### src/rtl/frt_pkg.sv
/*
 * Constants of the capture/compare timer: register map, field positions,
 * reset values and prescaler divisors.
 * Assumes a 32-bit AXI4-Lite register bus with byte addresses.
 */
package frt_pkg;
    localparam int ADDR_W = 8;
    localparam int DATA_W = 32;
    localparam int CNT_W = 16;
    localparam int CAP_CH = 2;
    localparam int CMP_CH = 4;
    localparam int PIN_N = 2;
    localparam int STAT_W = 8;
    localparam int PRE_W = 6;

    localparam logic [ADDR_W-1:0] OFF_CTRL = 8'h00;
    localparam logic [ADDR_W-1:0] OFF_COUNT = 8'h04;
    localparam logic [ADDR_W-1:0] OFF_CAP_CTRL = 8'h08;
    localparam logic [ADDR_W-1:0] OFF_CAP_A = 8'h0C;
    localparam logic [ADDR_W-1:0] OFF_CAP_B = 8'h10;
    localparam logic [ADDR_W-1:0] OFF_CMP0 = 8'h14;
    localparam logic [ADDR_W-1:0] OFF_CMP_CTRL = 8'h24;
    localparam logic [ADDR_W-1:0] OFF_IRQ_STAT = 8'h28;
    localparam logic [ADDR_W-1:0] OFF_IRQ_MASK = 8'h2C;

    // Control register fields
    localparam int CTRL_SEL_LSB = 0;
    localparam int CTRL_MODE_BIT = 2;
    localparam int CTRL_CLR_BIT = 3;
    localparam int CTRL_RUN_BIT = 4;
    localparam int CTRL_W = 5;
    // Capture control: two edge bits per channel, then transfer enables
    localparam int EDGE_RISE_BIT = 0;
    localparam int EDGE_FALL_BIT = 1;
    localparam int CAPC_XFER_LSB = 4;
    localparam int CAPC_W = 6;
    // Compare control: direct mode, direct level, channel enables
    localparam int CMPC_DIR_LSB = 0;
    localparam int CMPC_LVL_LSB = 2;
    localparam int CMPC_EN_LSB = 4;
    localparam int CMPC_W = 8;
    // Interrupt status and mask layout
    localparam int ST_OVF = 0;
    localparam int ST_MATCH0 = 1;
    localparam int ST_CAP_LSB = 2;
    localparam int ST_CMP_LSB = 4;

    localparam logic [CTRL_W-1:0] CTRL_RST = 5'h00;
    localparam logic [CAPC_W-1:0] CAPC_RST = 6'h00;
    localparam logic [CMPC_W-1:0] CMPC_RST = 8'h00;
    localparam logic [CNT_W-1:0] CMP_RST = 16'h0000;
    localparam logic [CNT_W-1:0] CNT_RST = 16'h0000;
    localparam logic [STAT_W-1:0] MASK_RST = 8'h00;

    localparam int DIV_SEL0 = 4;
    localparam int DIV_SEL1 = 16;
    localparam int DIV_SEL2 = 32;
    localparam int DIV_SEL3 = 64;

    localparam logic [1:0] RESP_OKAY = 2'b00;
    localparam logic [1:0] RESP_SLVERR = 2'b10;
endpackage

### src/rtl/timebase_if.sv
/*
 * Shared time base carried from the counter to the capture and compare units.
 * Assumes one clock; upd is high in the first cycle of each new count value.
 */
`timescale 1ns/1ns
interface timebase_if;
    logic [15:0] count;
    logic upd;
    modport src (output count, output upd);
    modport snk (input count, input upd);
endinterface

### src/rtl/capture_unit.sv
/*
 * Edge capture channels: synchronise each pin, detect the selected edges and
 * latch the shared count.
 * Assumes pins are asynchronous to clk_i and the time base is on clk_i.
 */
`timescale 1ns/1ns
module capture_unit #(
    parameter int CH = 2
) (
    input wire logic clk_i, // Timer clock
    input wire logic rst_i, // Async reset, active high
    timebase_if.snk tb, // Shared count
    input wire logic [CH-1:0] pin_i, // Capture pins
    input wire logic [2*CH-1:0] edge_sel_i, // Rise/fall select per channel
    output logic [CH-1:0] event_o, // One-cycle capture pulse
    output logic [CH*16-1:0] data_o // Captured counts
);
    import frt_pkg::*;

    genvar g;
    generate
        for (g = 0; g < CH; g++) begin : g_ch
            logic meta_r;
            logic sync_r;
            logic prev_r;
            logic trig;
            always_ff @(posedge clk_i or posedge rst_i) begin
                if (rst_i) begin
                    meta_r <= 1'b0;
                    sync_r <= 1'b0;
                    prev_r <= 1'b0;
                end else begin
                    meta_r <= pin_i[g];
                    sync_r <= meta_r;
                    prev_r <= sync_r;
                end
            end
            assign trig = (sync_r & ~prev_r & edge_sel_i[2*g+EDGE_RISE_BIT]) |
                          (~sync_r & prev_r & edge_sel_i[2*g+EDGE_FALL_BIT]);
            always_ff @(posedge clk_i or posedge rst_i) begin
                if (rst_i) begin
                    event_o[g] <= 1'b0;
                    data_o[16*g +: 16] <= CNT_RST;
                end else begin
                    event_o[g] <= trig;
                    if (trig) begin
                        data_o[16*g +: 16] <= tb.count;
                    end
                end
            end
        end
    endgenerate
endmodule

### src/rtl/compare_unit.sv
/*
 * Compare channels sharing one comparator by time slots.
 * Assumes each count value stands at least CH cycles, so every channel gets
 * one slot per value; the slot sequence restarts on each upd.
 */
`timescale 1ns/1ns
module compare_unit #(
    parameter int CH = 4
) (
    input wire logic clk_i, // Timer clock
    input wire logic rst_i, // Async reset, active high
    timebase_if.snk tb, // Shared count
    input wire logic [CH*16-1:0] cmp_val_i, // Compare values
    input wire logic [CH-1:0] cmp_en_i, // Channel enables
    output logic [CH-1:0] match_o // One-cycle match pulse per channel
);
    localparam int PW = $clog2(CH + 1);
    localparam logic [PW-1:0] DONE = PW'(CH);

    logic [PW-1:0] phase_r;
    logic [PW-1:0] cur;
    logic [15:0] sel_val;
    logic hit;

    assign cur = tb.upd ? '0 : phase_r;

    always_comb begin
        sel_val = '0;
        for (int k = 0; k < CH; k++) begin
            if (cur == PW'(k)) begin
                sel_val = cmp_val_i[16*k +: 16];
            end
        end
    end

    // One comparator serves all channels in turn
    assign hit = (cur != DONE) && (sel_val == tb.count);

    always_ff @(posedge clk_i or posedge rst_i) begin
        if (rst_i) begin
            phase_r <= DONE;
        end else if (cur != DONE) begin
            phase_r <= cur + 1'b1;
        end
    end

    genvar g;
    generate
        for (g = 0; g < CH; g++) begin : g_m
            always_ff @(posedge clk_i or posedge rst_i) begin
                if (rst_i) begin
                    match_o[g] <= 1'b0;
                end else begin
                    match_o[g] <= hit && cmp_en_i[g] && (cur == PW'(g));
                end
            end
        end
    endgenerate
endmodule

### src/rtl/frt_timer.sv
/*
 * Free-running 16-bit timer with two capture channels and four compare
 * channels, registers on AXI4-Lite.
 * Assumes one clock MCLK_I, an AXI4-Lite master on the same clock, and
 * asynchronous capture pins.
 */
// Functional notes
// - Counter steps on machine clock divided by 4, 16, 32 or 64.
// - Timer interrupt on overflow, or on compare zero match in matching mode.
// - Counter clears on reset, software clear, or compare zero match.
// - Counter value is the common time base of capture and compare units.
// - Capture edge stores counter into channel register and requests interrupt.
// - Per capture channel, trigger on rising, falling or both edges.
// - Capture interrupt issued only when enabled for that channel.
// - Two capture pins, each with its own capture data register.
// - Each capture event can request the automatic transfer service.
// - One time-shared comparator; separate interrupt per matching channel.
// - Compare pin toggles on match or drives its direct-output bit.
// - Four compare channels make two independent output waveforms.
`timescale 1ns/1ns
module frt_timer (
    input wire logic MCLK_I, // Machine clock
    input wire logic RESET_I, // Async reset, active high
    input wire logic [frt_pkg::ADDR_W-1:0] S_AXI_AWADDR_I, // Write address
    input wire logic [2:0] S_AXI_AWPROT_I, // Unused
    input wire logic S_AXI_AWVALID_I, // Write address valid
    output logic S_AXI_AWREADY_O, // Write address ready
    input wire logic [frt_pkg::DATA_W-1:0] S_AXI_WDATA_I, // Write data
    input wire logic [3:0] S_AXI_WSTRB_I, // Byte enables
    input wire logic S_AXI_WVALID_I, // Write data valid
    output logic S_AXI_WREADY_O, // Write data ready
    output logic [1:0] S_AXI_BRESP_O, // Write response
    output logic S_AXI_BVALID_O, // Write response valid
    input wire logic S_AXI_BREADY_I, // Write response ready
    input wire logic [frt_pkg::ADDR_W-1:0] S_AXI_ARADDR_I, // Read address
    input wire logic [2:0] S_AXI_ARPROT_I, // Unused
    input wire logic S_AXI_ARVALID_I, // Read address valid
    output logic S_AXI_ARREADY_O, // Read address ready
    output logic [frt_pkg::DATA_W-1:0] S_AXI_RDATA_O, // Read data
    output logic [1:0] S_AXI_RRESP_O, // Read response
    output logic S_AXI_RVALID_O, // Read data valid
    input wire logic S_AXI_RREADY_I, // Read data ready
    input wire logic CAPTURE_INPUT_A_I, // Capture pin A
    input wire logic CAPTURE_INPUT_B_I, // Capture pin B
    output logic [frt_pkg::PIN_N-1:0] COMPARE_OUT_O, // Waveform pins
    output logic [frt_pkg::CAP_CH-1:0] XFER_REQ_O, // Transfer request pulses
    output logic IRQ_O // Level interrupt
);
    import frt_pkg::*;

    logic [CTRL_W-1:0] ctrl_r;
    logic [CAPC_W-1:0] capc_r;
    logic [CMPC_W-1:0] cmpc_r;
    logic [CNT_W-1:0] cmp_r [CMP_CH];
    logic [CMP_CH*16-1:0] cmp_flat;
    logic [STAT_W-1:0] stat_r;
    logic [STAT_W-1:0] stat_nxt;
    logic [STAT_W-1:0] stat_set;
    logic [STAT_W-1:0] stat_clr;
    logic [STAT_W-1:0] mask_r;
    logic [PRE_W-1:0] pre_r;
    logic [PRE_W-1:0] pre_mask;
    logic [CNT_W-1:0] count_r;
    logic upd_r;
    logic clr_pend_r;
    logic tick;
    logic ovf;
    logic sw_clr;
    logic [CAP_CH-1:0] cap_evt;
    logic [CAP_CH*16-1:0] cap_data;
    logic [CMP_CH-1:0] match;

    logic aw_full_r;
    logic w_full_r;
    logic [ADDR_W-1:0] waddr_r;
    logic [DATA_W-1:0] wdata_r;
    logic [3:0] wstrb_r;
    logic wr_go;
    logic wr_hit;
    logic [DATA_W-1:0] bmask;
    logic ar_take;
    logic rd_hit;
    logic [DATA_W-1:0] rd_val;

    timebase_if tb_bus ();

    // Merge byte lanes of a write into the old value
    function automatic logic [DATA_W-1:0] merge(input logic [DATA_W-1:0] old_v);
        merge = (old_v & ~bmask) | (wdata_r & bmask);
    endfunction

    always_comb begin
        for (int b = 0; b < 4; b++) begin
            bmask[8*b +: 8] = {8{wstrb_r[b]}};
        end
    end

    function automatic logic is_off(input logic [ADDR_W-1:0] a,
                                    input logic [ADDR_W-1:0] o);
        is_off = ({a[ADDR_W-1:2], 2'b00} == o);
    endfunction

    // Prescaler: a tick each time the selected low bits are all ones
    always_comb begin
        case (ctrl_r[CTRL_SEL_LSB +: 2])
            2'b00: pre_mask = PRE_W'(DIV_SEL0 - 1);
            2'b01: pre_mask = PRE_W'(DIV_SEL1 - 1);
            2'b10: pre_mask = PRE_W'(DIV_SEL2 - 1);
            default: pre_mask = PRE_W'(DIV_SEL3 - 1);
        endcase
    end

    assign tick = ctrl_r[CTRL_RUN_BIT] && ((pre_r & pre_mask) == pre_mask);
    assign ovf = tick && !clr_pend_r && (count_r == {CNT_W{1'b1}});
    assign sw_clr = wr_go && is_off(waddr_r, OFF_CTRL) && wstrb_r[0] &&
                    wdata_r[CTRL_CLR_BIT];

    always_ff @(posedge MCLK_I or posedge RESET_I) begin
        if (RESET_I) begin
            pre_r <= '0;
        end else if (!ctrl_r[CTRL_RUN_BIT]) begin
            pre_r <= '0;
        end else begin
            pre_r <= pre_r + 1'b1;
        end
    end

    // Counter: a compare-zero match clears at the next tick, so the
    // matching value still lasts one full count period.
    always_ff @(posedge MCLK_I or posedge RESET_I) begin
        if (RESET_I) begin
            count_r <= CNT_RST;
            upd_r <= 1'b0;
        end else begin
            upd_r <= sw_clr | tick;
            if (sw_clr) begin
                count_r <= CNT_RST;
            end else if (tick && clr_pend_r) begin
                count_r <= CNT_RST;
            end else if (tick) begin
                count_r <= count_r + 1'b1;
            end
        end
    end

    always_ff @(posedge MCLK_I or posedge RESET_I) begin
        if (RESET_I) begin
            clr_pend_r <= 1'b0;
        end else if (match[0] && ctrl_r[CTRL_MODE_BIT]) begin
            clr_pend_r <= 1'b1;
        end else if (tick || sw_clr) begin
            clr_pend_r <= 1'b0;
        end
    end

    assign tb_bus.count = count_r;
    assign tb_bus.upd = upd_r;

    generate
        for (genvar k = 0; k < CMP_CH; k++) begin : g_flat
            assign cmp_flat[16*k +: 16] = cmp_r[k];
        end
    endgenerate

    capture_unit #(.CH(CAP_CH)) u_cap (
        .clk_i(MCLK_I),
        .rst_i(RESET_I),
        .tb(tb_bus),
        .pin_i({CAPTURE_INPUT_B_I, CAPTURE_INPUT_A_I}),
        .edge_sel_i(capc_r[2*CAP_CH-1:0]),
        .event_o(cap_evt),
        .data_o(cap_data)
    );

    compare_unit #(.CH(CMP_CH)) u_cmp (
        .clk_i(MCLK_I),
        .rst_i(RESET_I),
        .tb(tb_bus),
        .cmp_val_i(cmp_flat),
        .cmp_en_i(cmpc_r[CMPC_EN_LSB +: CMP_CH]),
        .match_o(match)
    );

    // Pin p is toggled by channels 2p and 2p+1
    generate
        for (genvar p = 0; p < PIN_N; p++) begin : g_pin
            always_ff @(posedge MCLK_I or posedge RESET_I) begin
                if (RESET_I) begin
                    COMPARE_OUT_O[p] <= 1'b0;
                end else if (cmpc_r[CMPC_DIR_LSB + p]) begin
                    COMPARE_OUT_O[p] <= cmpc_r[CMPC_LVL_LSB + p];
                end else if (match[2*p] || match[2*p+1]) begin
                    COMPARE_OUT_O[p] <= ~COMPARE_OUT_O[p];
                end
            end
        end
    endgenerate

    always_ff @(posedge MCLK_I or posedge RESET_I) begin
        if (RESET_I) begin
            XFER_REQ_O <= '0;
        end else begin
            XFER_REQ_O <= cap_evt & capc_r[CAPC_XFER_LSB +: CAP_CH];
        end
    end

    // Sticky events; a set in the clearing read's cycle survives
    always_comb begin
        stat_set = '0;
        stat_set[ST_OVF] = ovf;
        stat_set[ST_MATCH0] = match[0] && ctrl_r[CTRL_MODE_BIT];
        stat_set[ST_CAP_LSB +: CAP_CH] = cap_evt;
        stat_set[ST_CMP_LSB +: CMP_CH] = match;
        stat_clr = (ar_take && is_off(S_AXI_ARADDR_I, OFF_IRQ_STAT)) ? stat_r : '0;
        stat_nxt = (stat_r & ~stat_clr) | stat_set;
    end

    always_ff @(posedge MCLK_I or posedge RESET_I) begin
        if (RESET_I) begin
            stat_r <= '0;
            IRQ_O <= 1'b0;
        end else begin
            stat_r <= stat_nxt;
            IRQ_O <= |(stat_nxt & mask_r);
        end
    end

    // Write channel: address and data may arrive in either order
    assign wr_go = aw_full_r && w_full_r && !S_AXI_BVALID_O;
    assign wr_hit = is_off(waddr_r, OFF_CTRL) || is_off(waddr_r, OFF_COUNT) ||
                    is_off(waddr_r, OFF_CAP_CTRL) || is_off(waddr_r, OFF_CAP_A) ||
                    is_off(waddr_r, OFF_CAP_B) || is_off(waddr_r, OFF_CMP_CTRL) ||
                    is_off(waddr_r, OFF_IRQ_STAT) || is_off(waddr_r, OFF_IRQ_MASK) ||
                    ((waddr_r >= OFF_CMP0) && (waddr_r < OFF_CMP_CTRL));

    always_ff @(posedge MCLK_I or posedge RESET_I) begin
        if (RESET_I) begin
            aw_full_r <= 1'b0;
            waddr_r <= '0;
            S_AXI_AWREADY_O <= 1'b1;
        end else if (S_AXI_AWVALID_I && S_AXI_AWREADY_O) begin
            aw_full_r <= 1'b1;
            waddr_r <= S_AXI_AWADDR_I;
            S_AXI_AWREADY_O <= 1'b0;
        end else if (wr_go) begin
            aw_full_r <= 1'b0;
        end else if (S_AXI_BVALID_O && S_AXI_BREADY_I) begin
            S_AXI_AWREADY_O <= 1'b1;
        end
    end

    always_ff @(posedge MCLK_I or posedge RESET_I) begin
        if (RESET_I) begin
            w_full_r <= 1'b0;
            wdata_r <= '0;
            wstrb_r <= '0;
            S_AXI_WREADY_O <= 1'b1;
        end else if (S_AXI_WVALID_I && S_AXI_WREADY_O) begin
            w_full_r <= 1'b1;
            wdata_r <= S_AXI_WDATA_I;
            wstrb_r <= S_AXI_WSTRB_I;
            S_AXI_WREADY_O <= 1'b0;
        end else if (wr_go) begin
            w_full_r <= 1'b0;
        end else if (S_AXI_BVALID_O && S_AXI_BREADY_I) begin
            S_AXI_WREADY_O <= 1'b1;
        end
    end

    always_ff @(posedge MCLK_I or posedge RESET_I) begin
        if (RESET_I) begin
            S_AXI_BVALID_O <= 1'b0;
            S_AXI_BRESP_O <= RESP_OKAY;
        end else if (wr_go) begin
            S_AXI_BVALID_O <= 1'b1;
            S_AXI_BRESP_O <= wr_hit ? RESP_OKAY : RESP_SLVERR;
        end else if (S_AXI_BREADY_I) begin
            S_AXI_BVALID_O <= 1'b0;
        end
    end

    // Software clear bit is a strobe and is not stored
    always_ff @(posedge MCLK_I or posedge RESET_I) begin
        if (RESET_I) begin
            ctrl_r <= CTRL_RST;
            capc_r <= CAPC_RST;
            cmpc_r <= CMPC_RST;
            mask_r <= MASK_RST;
        end else if (wr_go) begin
            if (is_off(waddr_r, OFF_CTRL)) begin
                ctrl_r <= CTRL_W'(merge(DATA_W'(ctrl_r))) & ~(CTRL_W'(1) << CTRL_CLR_BIT);
            end
            if (is_off(waddr_r, OFF_CAP_CTRL)) begin
                capc_r <= CAPC_W'(merge(DATA_W'(capc_r)));
            end
            if (is_off(waddr_r, OFF_CMP_CTRL)) begin
                cmpc_r <= CMPC_W'(merge(DATA_W'(cmpc_r)));
            end
            if (is_off(waddr_r, OFF_IRQ_MASK)) begin
                mask_r <= STAT_W'(merge(DATA_W'(mask_r)));
            end
        end
    end

    generate
        for (genvar k = 0; k < CMP_CH; k++) begin : g_cmpreg
            always_ff @(posedge MCLK_I or posedge RESET_I) begin
                if (RESET_I) begin
                    cmp_r[k] <= CMP_RST;
                end else if (wr_go && is_off(waddr_r, OFF_CMP0 + ADDR_W'(4*k))) begin
                    cmp_r[k] <= CNT_W'(merge(DATA_W'(cmp_r[k])));
                end
            end
        end
    endgenerate

    // Read channel: answer one cycle after the address is taken
    assign ar_take = S_AXI_ARVALID_I && S_AXI_ARREADY_O;

    always_comb begin
        rd_val = '0;
        rd_hit = 1'b1;
        if (is_off(S_AXI_ARADDR_I, OFF_CTRL)) begin
            rd_val = DATA_W'(ctrl_r);
        end else if (is_off(S_AXI_ARADDR_I, OFF_COUNT)) begin
            rd_val = DATA_W'(count_r);
        end else if (is_off(S_AXI_ARADDR_I, OFF_CAP_CTRL)) begin
            rd_val = DATA_W'(capc_r);
        end else if (is_off(S_AXI_ARADDR_I, OFF_CAP_A)) begin
            rd_val = DATA_W'(cap_data[15:0]);
        end else if (is_off(S_AXI_ARADDR_I, OFF_CAP_B)) begin
            rd_val = DATA_W'(cap_data[31:16]);
        end else if (is_off(S_AXI_ARADDR_I, OFF_CMP_CTRL)) begin
            rd_val = DATA_W'(cmpc_r);
        end else if (is_off(S_AXI_ARADDR_I, OFF_IRQ_STAT)) begin
            rd_val = DATA_W'(stat_r);
        end else if (is_off(S_AXI_ARADDR_I, OFF_IRQ_MASK)) begin
            rd_val = DATA_W'(mask_r);
        end else begin
            rd_hit = 1'b0;
            for (int k = 0; k < CMP_CH; k++) begin
                if (is_off(S_AXI_ARADDR_I, OFF_CMP0 + ADDR_W'(4*k))) begin
                    rd_val = DATA_W'(cmp_r[k]);
                    rd_hit = 1'b1;
                end
            end
        end
    end

    always_ff @(posedge MCLK_I or posedge RESET_I) begin
        if (RESET_I) begin
            S_AXI_ARREADY_O <= 1'b1;
            S_AXI_RVALID_O <= 1'b0;
            S_AXI_RDATA_O <= '0;
            S_AXI_RRESP_O <= RESP_OKAY;
        end else if (ar_take) begin
            S_AXI_ARREADY_O <= 1'b0;
            S_AXI_RVALID_O <= 1'b1;
            S_AXI_RDATA_O <= rd_val;
            S_AXI_RRESP_O <= rd_hit ? RESP_OKAY : RESP_SLVERR;
        end else if (S_AXI_RVALID_O && S_AXI_RREADY_I) begin
            S_AXI_ARREADY_O <= 1'b1;
            S_AXI_RVALID_O <= 1'b0;
        end
    end
endmodule

### config.mk
export PLATFORM = sky130hd
export DESIGN_NAME = frt_timer
export DESIGN_NICKNAME = d
export VERILOG_FILES = /design/src/rtl/frt_pkg.sv /design/src/rtl/timebase_if.sv /design/src/rtl/capture_unit.sv /design/src/rtl/compare_unit.sv /design/src/rtl/frt_timer.sv
export SDC_FILE = /design/constraint.sdc
export NUM_CORES = 1
export LEC_CHECK = 0
export BUFFER_PORTS_ARGS = -buffer_cell sky130_fd_sc_hd__buf_2
export CORE_UTILIZATION = 54
export CTS_BUF_LIST = sky130_fd_sc_hd__clkbuf_16
export DETAILED_ROUTE_END_ITERATION = 16
export GPL_ROUTABILITY_DRIVEN = 0
export HOLD_SLACK_MARGIN = 0.1
export PLACE_DENSITY_LB_ADDON = 0.05
export SYNTH_ARGS = -nofsm -noshare
export SYNTH_HDL_FRONTEND = slang
export SYNTH_SLANG_ARGS = --single-unit
### constraint.sdc
create_clock -name MCLK_I -period 6.3 [get_ports MCLK_I]
set_clock_uncertainty 0.15 [all_clocks]
set_input_delay 0.315 -clock MCLK_I [delete_from_list [all_inputs] [get_ports MCLK_I]]
set_output_delay 0.315 -clock MCLK_I [all_outputs]
set_load 0.1 [all_outputs]
; ---- Yosys cells after proc, flatten, opt, wreduce, memory -nomap -nowiden
; Cells that the tools add are included.
[classes]
addsub = 3
n_lt_le_gt_ge = 2
eq_ne = 33
muxes = 56
bitwise_logic = 41
reduce_logical = 64
[ops]
columns = op, count
row1 = 32-bit two-way mux, 11
row2 = 16-bit two-way mux, 8
row3 = 16-bit AND, 5
row4 = 16-bit bitwise OR, 4
row5 = "6-bit by 3-bit equality test with 1-bit output, second input constant", 8
row6 = "6-bit by 4-bit equality test with 1-bit output, second input constant", 8
row7 = 8-bit AND, 4
row8 = 1-bit two-way mux, 31
row9 = 1-bit logical AND, 30
row10 = "6-bit by 2-bit equality test with 1-bit output, second input constant", 4
row11 = 8-bit bitwise OR, 3
row12 = 6-bit case mux with 3 select lines, 1
row13 = 2-bit nonzero test, 9
row14 = "16-bit by 1-bit adder with 16-bit output, second input constant", 1
row15 = 16-bit equality test, 1
row16 = "16-bit equality test, second input constant", 1
row17 = 16-bit NOT, 1
row18 = 6-bit AND, 2
row19 = "6-bit by 1-bit equality test with 1-bit output, second input constant", 2
row20 = 6-bit logical NOT, 2
row21 = 2-bit AND reduction, 6
row22 = 1-bit logical OR, 11
row23 = 1-bit AND, 8
row24 = "8-bit by 5-bit greater-or-equal comparator with 1-bit output, second input constant", 1
row25 = other kinds (26), 37
[totals]
reg_bits = 243
out_inout_bits = 46

; ---- Logic depth before layout (Yosys ltp)
[logic_depth]
word_depth = 14
mapped_depth = 12

; ---- Modules after synthesis
; From an unflattened synthesis, not the netlist that was laid out.
[unflattened]
cells_unflattened = 1057
hier_area_um2 = 11945.2
[by_module_without_submodules]
columns = module, instances, cells_per_inst, area_per_inst_um2
row1 = frt_timer, 1, 764, 8876.0
row2 = capture_unit, 1, 91, 1582.8
row3 = compare_unit, 1, 202, 1486.4

; ---- Worst setup path before layout
; Ideal clock, no wire load.
[synth_timing]
kind = register to register
startpoint = reg u_cmp.phase_r[0]
endpoint = reg u_cmp.match_o[1]
arrival_ns = 2.735
t_required_ns = 6.049
setup_slack_ns = 3.314
stages_incl_launch_ff = 12
path_buffers = 3
period_less_slack_ns = 2.986
path_cell_list = dfrtp_1 -> buf_2 -> buf_2 -> and3b_1 -> ha_1 -> clkbuf_1 -> nor2_1 -> o2bb2ai_1 -> a221oi_1 -> o2111ai_1 -> or4_4 -> nor4_1
[synth_between]
elab_chain_len = 10
elab_cells_between_ends = 14
cone_classes = eq/ne (5) / mux (5) / reduce/logical (4)
[synth_lines]
columns = element, line
row1 = from (decl), compare_unit.sv:20  ; logic [PW-1:0] phase_r;
row2 = from (signal assigned), compare_unit.sv:43  ; phase_r <= cur + 1'b1;
row3 = 3-bit two-way mux (*), compare_unit.sv:25  ; assign cur = tb.upd ? '0 : phase_r;
row4 = 3-bit logical NOT, compare_unit.sv:30  ; if (cur == PW'(k)) begin
row5 = 16-bit two-way mux (4 in series), compare_unit.sv:30
row6 = 16-bit equality test, compare_unit.sv:37  ; assign hit = (cur != DONE) && (sel_val == tb.count);
row7 = 1-bit logical AND, compare_unit.sv:37
row8 = 1-bit logical AND, compare_unit.sv:54  ; match_o[g] <= hit && cmp_en_i[g] && (cur == PW'(g));
row9 = 1-bit logical AND (*), compare_unit.sv:54
row10 = "to (signal, indexed assignment)", compare_unit.sv:54
row11 = to (decl), compare_unit.sv:15  ; output logic [CH-1:0] match_o
; Every way passes the cells marked *; elsewhere a longest branch is shown, timed or not.
; A chain may end at the register's enable or synchronous reset.

; ---- Worst setup path in the final report
; Same ends and word-level chain as after synthesis.

==> Flow_metrics.wiki <==
{| class="wikitable"
! Metric !! Value
|-
| Result of the run || complete, no violations
|-
| Final core utilization || 62.8%
|-
| Reg-to-reg critical path startpoint || u_cmp.phase_r[0]
|-
| Proportion of power drawn by the clock network || 29.5%
|-
| Reg area || 5590 um^2
|-
| Total of max-cap violations || 0
|-
| Min-Delay Path Depth || 0
|-
| Total inserted antenna cells || 0
|-
| Root Buffer || clkbuf_16
|-
| Tightest Hold Check Type || flip-flop to flip-flop
|-
| Count of vias placed by the detailed router || 8648
|-
| Library cell with the largest summed area after synthesis || dfrtp_1
|-
| Logic gate share of total power || 27.1%
|-
| Leakage Power || 5.84 nW
|-
| Post-detailed-routing wire length || 30.4 mm
|-
| Minimum clock period after layout || 4.27 ns
|-
| Number of buffers between clock root and the deepest sink || 3
|-
| Fin. Hold Viols || 0
|-
| Number of remaining DRC errors || 0
|-
| Max-slew violations || 0
|-
| Die Wd || 146 um
|-
| Area of placed instances || 11600 um^2
|-
| Area of the mapped netlist || 11200 um^2
|-
| Filler cell count in the final layout || 1700
|-
| Slew headroom || 18.5%
|-
| Class of the most critical setup path || flip-flop to flip-flop
|-
| Clock tree from TritonCTS || done
|-
| Number of clock buffers inserted by TritonCTS || 25
|-
| Commonest cells in the synthesized netlist || dfrtp_1 (219), mux2_2 (155), o21ai_0 (93), nand2_1 (80), clkbuf_1 (53)
|-
| Count of flip-flops with a built-in enable after synthesis || 0
|-
| Power Dens Cells || 358 nW/um^2
|-
| Average instance area after synthesis || 10.9 um^2
|-
| Top achievable clock speed || 234 MHz
|-
| Insertion delay to the later sink of the worst-skew pair || 0.52 ns
|-
| Max VDD drop || 0.309 mV
|-
| Ports || 113
|-
| Share of total power in sequential cells || 43.4%
|-
| Initial cell density of the core || 55.3%
|-
| Core region area || 20300 um^2
|-
| Clock transition at the registers of the reported paths || 0.06 ns
|-
| Largest fanout on the critical path || 24
|-
| Number of standard cells after synthesis || 1030
|-
| Category of the worst setup path capture point || flip-flop
|-
| Flops & latches, synth || 223
|-
| Vias in the first global route || 8426
|-
| Yosys warning count || 0
|-
| Post-detailed-route via-to-cell ratio || 6.24
|-
| Data required time of the critical path || 6.55 ns
|-
| Reg-to-reg endpoint || u_cmp.match_o[1]
|-
| Count of different cell masters after synthesis || 73
|-
| Layout cells sized above 1 || 26.1%
|-
| Data arrival at the endpoint of the critical path || 4.52 ns
|-
| Slew at the pin with the worst max-slew slack || 1.21 ns
|-
| DRC violation total after the first TritonRoute iteration || 735
|-
| Startpoint of the tightest hold check path || u_cap.g_ch[0].meta_r
|-
| Critical Path Start Type || flip-flop
|-
| CTS Sinks || 223
|-
| Residual overflow from global routing || 0
|-
| Fraction of power spent switching nets || 38.2%
|-
| Placement Rows || 52
|-
| Most frequent cell after synthesis || dfrtp_1
|-
| Number of antenna violations at the first check in global routing || 0
|-
| Residual antenna-violating net count after detailed routing || 0
|-
| Ys async rst share || 100%
|-
| Layout-stage area growth over the synthesis result || 13.5%
|-
| Hold endpoint || u_cap.g_ch[0].sync_r
|-
| Final critical-path share of the clock period || 67.7%
|-
| All-Layer GR Usage || 29.3%
|-
| Number of H-tree levels || 1
|-
| Floorplan die area || 21400 um^2
|-
| Wire per inst || 21.9 um
|-
| Worst hold slack after final layout || 0.202 ns
|-
| Design area || 12700 um^2
|-
| Final setup violation count || 0
|-
| Setup repair after global routing missed its margin || false
|-
| # port buffers || 66
|-
| Drt pass-1 iters || 6
|-
| Net switching component of the power || 1.74 mW
|-
| Setup slack of the worst register-to-register path || 2.03 ns
|-
| Cells on worst reg2reg path || 9
|-
| Largest net degree at the start of global routing || 73
|-
| Minimum setup slack in the final design || 2.03 ns
|-
| Largest cells by area after synthesis || dfrtp_1 (49%), mux2_2 (16%), o21ai_0 (4.1%), nand2_1 (2.7%), a21oi_1 (2.3%)
|-
| Cell internal pwr || 2.82 mW
|-
| Final layout net count || 1170
|-
| Area share of the largest cell type after synthesis || 48.8%
|-
| Vertical die dimension || 146 um
|-
| Multi-input logic area || 5260 um^2
|-
| Global-route wire length before repair || 48.7 mm
|-
| Most instantiated flip-flop cell in the synthesis netlist || dfrtp_1
|-
| Pre-CTS worst setup slack || 2.19 ns
|-
| Detailed placement HPWL || 20.9 mm
|-
| Final total negative setup slack || 0 ns
|-
| Post-synthesis sequential area ratio || 49.7%
|}
[cell usage in the layout, fill, tap and decap left out, types with 9 or more instances in the layout]
cell type        n
dfrtp_1        219
mux2_2         155
o21ai_0         93
nand2_1         80
buf_2           66
a21oi_1         52
nor2_1          40
dlygate4sd3_1   36
clkbuf_16       25
a22oi_1         19
inv_1           18
nand3_1         18
conb_1          18
a221oi_1        14
nor3_1          13
mux2i_1         13
and3_1          12
xnor2_1         12
nand4_1         11
nor2b_1         10
and2_1          10
buf_4           10
nand3b_1         9
nand2b_1         9
nor4_1           9
a32o_1           9
[power groups by stage]
stage | registers (mW) | clock network (mW) | logic (mW)
5_1_grt | 2.02 | 1.43 | 1.32
3_3_place_gp | 1.98 | 0 | 1.19
2_1_floorplan | 2.24 | 0 | 0.662
6_report | 1.98 | 1.35 | 1.24
3_5_place_dp | 2.00 | 0 | 1.20
4_1_cts | 1.97 | 1.36 | 1.23
[per-stage QoR]
stage / total power [mW] / std cells
global route: 4.77 / 1386
global placement: 3.17 / 1307
floorplan: 2.90 / 1047
finish: 4.56 / 1386
CTS: 4.57 / 1386
detailed placement: 3.20 / 1307
[metal layers]
| metal | up-vias | wire length [um] | global-route usage [%] |
|---|---|---|---|
| met5 | - | 0 | 0 |
| met4 | 0 | 892 | 9.38 |
| met3 | 70 | 1930 | 4.75 |
| met2 | 322 | 13800 | 45.1 |
| met1 | 4340 | 13800 | 42.5 |
| li1 | 3916 | - | - |
[cell type report]
| cell class | instances | share of cell area [%] |
|---|---|---|
| clock buffer | 25 | 4.91 |
| multi-input combinational | 723 | 41.2 |
| tap | 270 | 2.65 |
| clock inverter | 18 | 0.913 |
| inverter | 15 | 0.471 |
| sequential | 223 | 43.8 |
| timing repair buffer | 112 | 6.01 |
[worst max-delay path by stage]
stage	cells past startpoint	endpoint	slack [ns]	start
4_1_cts	9	u_cmp.match_o[1]	2.18	u_cmp.phase_r[0]
3_3_place_gp	8	u_cmp.match_o[1]	2.26	u_cmp.phase_r[0]
5_1_grt	9	u_cmp.match_o[1]	1.79	u_cmp.phase_r[0]
2_1_floorplan	1	COMPARE_OUT_O[0]	2.93	RESET_I
3_5_place_dp	9	u_cmp.match_o[1]	2.19	u_cmp.phase_r[0]
6_report	9	u_cmp.match_o[1]	2.03	u_cmp.phase_r[0]
[worst max-delay path, stage by stage (launching register included)]
cell       delay [ns]
dfrtp_1          0.81
and3b_1          0.26
ha_1             0.71
inv_1            0.52
o2bb2ai_1        0.33
nor2_1           0.07
mux2i_1          0.22
o2111ai_1        0.14
or4_4            0.57
nor4_1           0.36
[timing repair]
| item | in CTS | in global routing |
|---|---|---|
| endpoints found under the hold margin | 67 | 0 |
| setup buffers | 0 | 0 |
| hold buffers | 36 | 0 |
| gates resized for setup | 0 | 0 |
[cells by family (layout without fill, tap and decap cells)]
kind of cell               Yosys count  after routing  synth area share, %
and+or+nand+nor                    246            246                 11.3
other                                1             18               0.0334
xor gates and xnor gates            15             15                 1.17
muxes                              174            174                 17.9
adders and majority gates            3              3                0.334
DFF                                223            223                 49.7
buffers and inverters              101            170                 4.14
AOI/OAI and AO/OA                  267            267                 15.4
(Power assumes the default switching activity.)
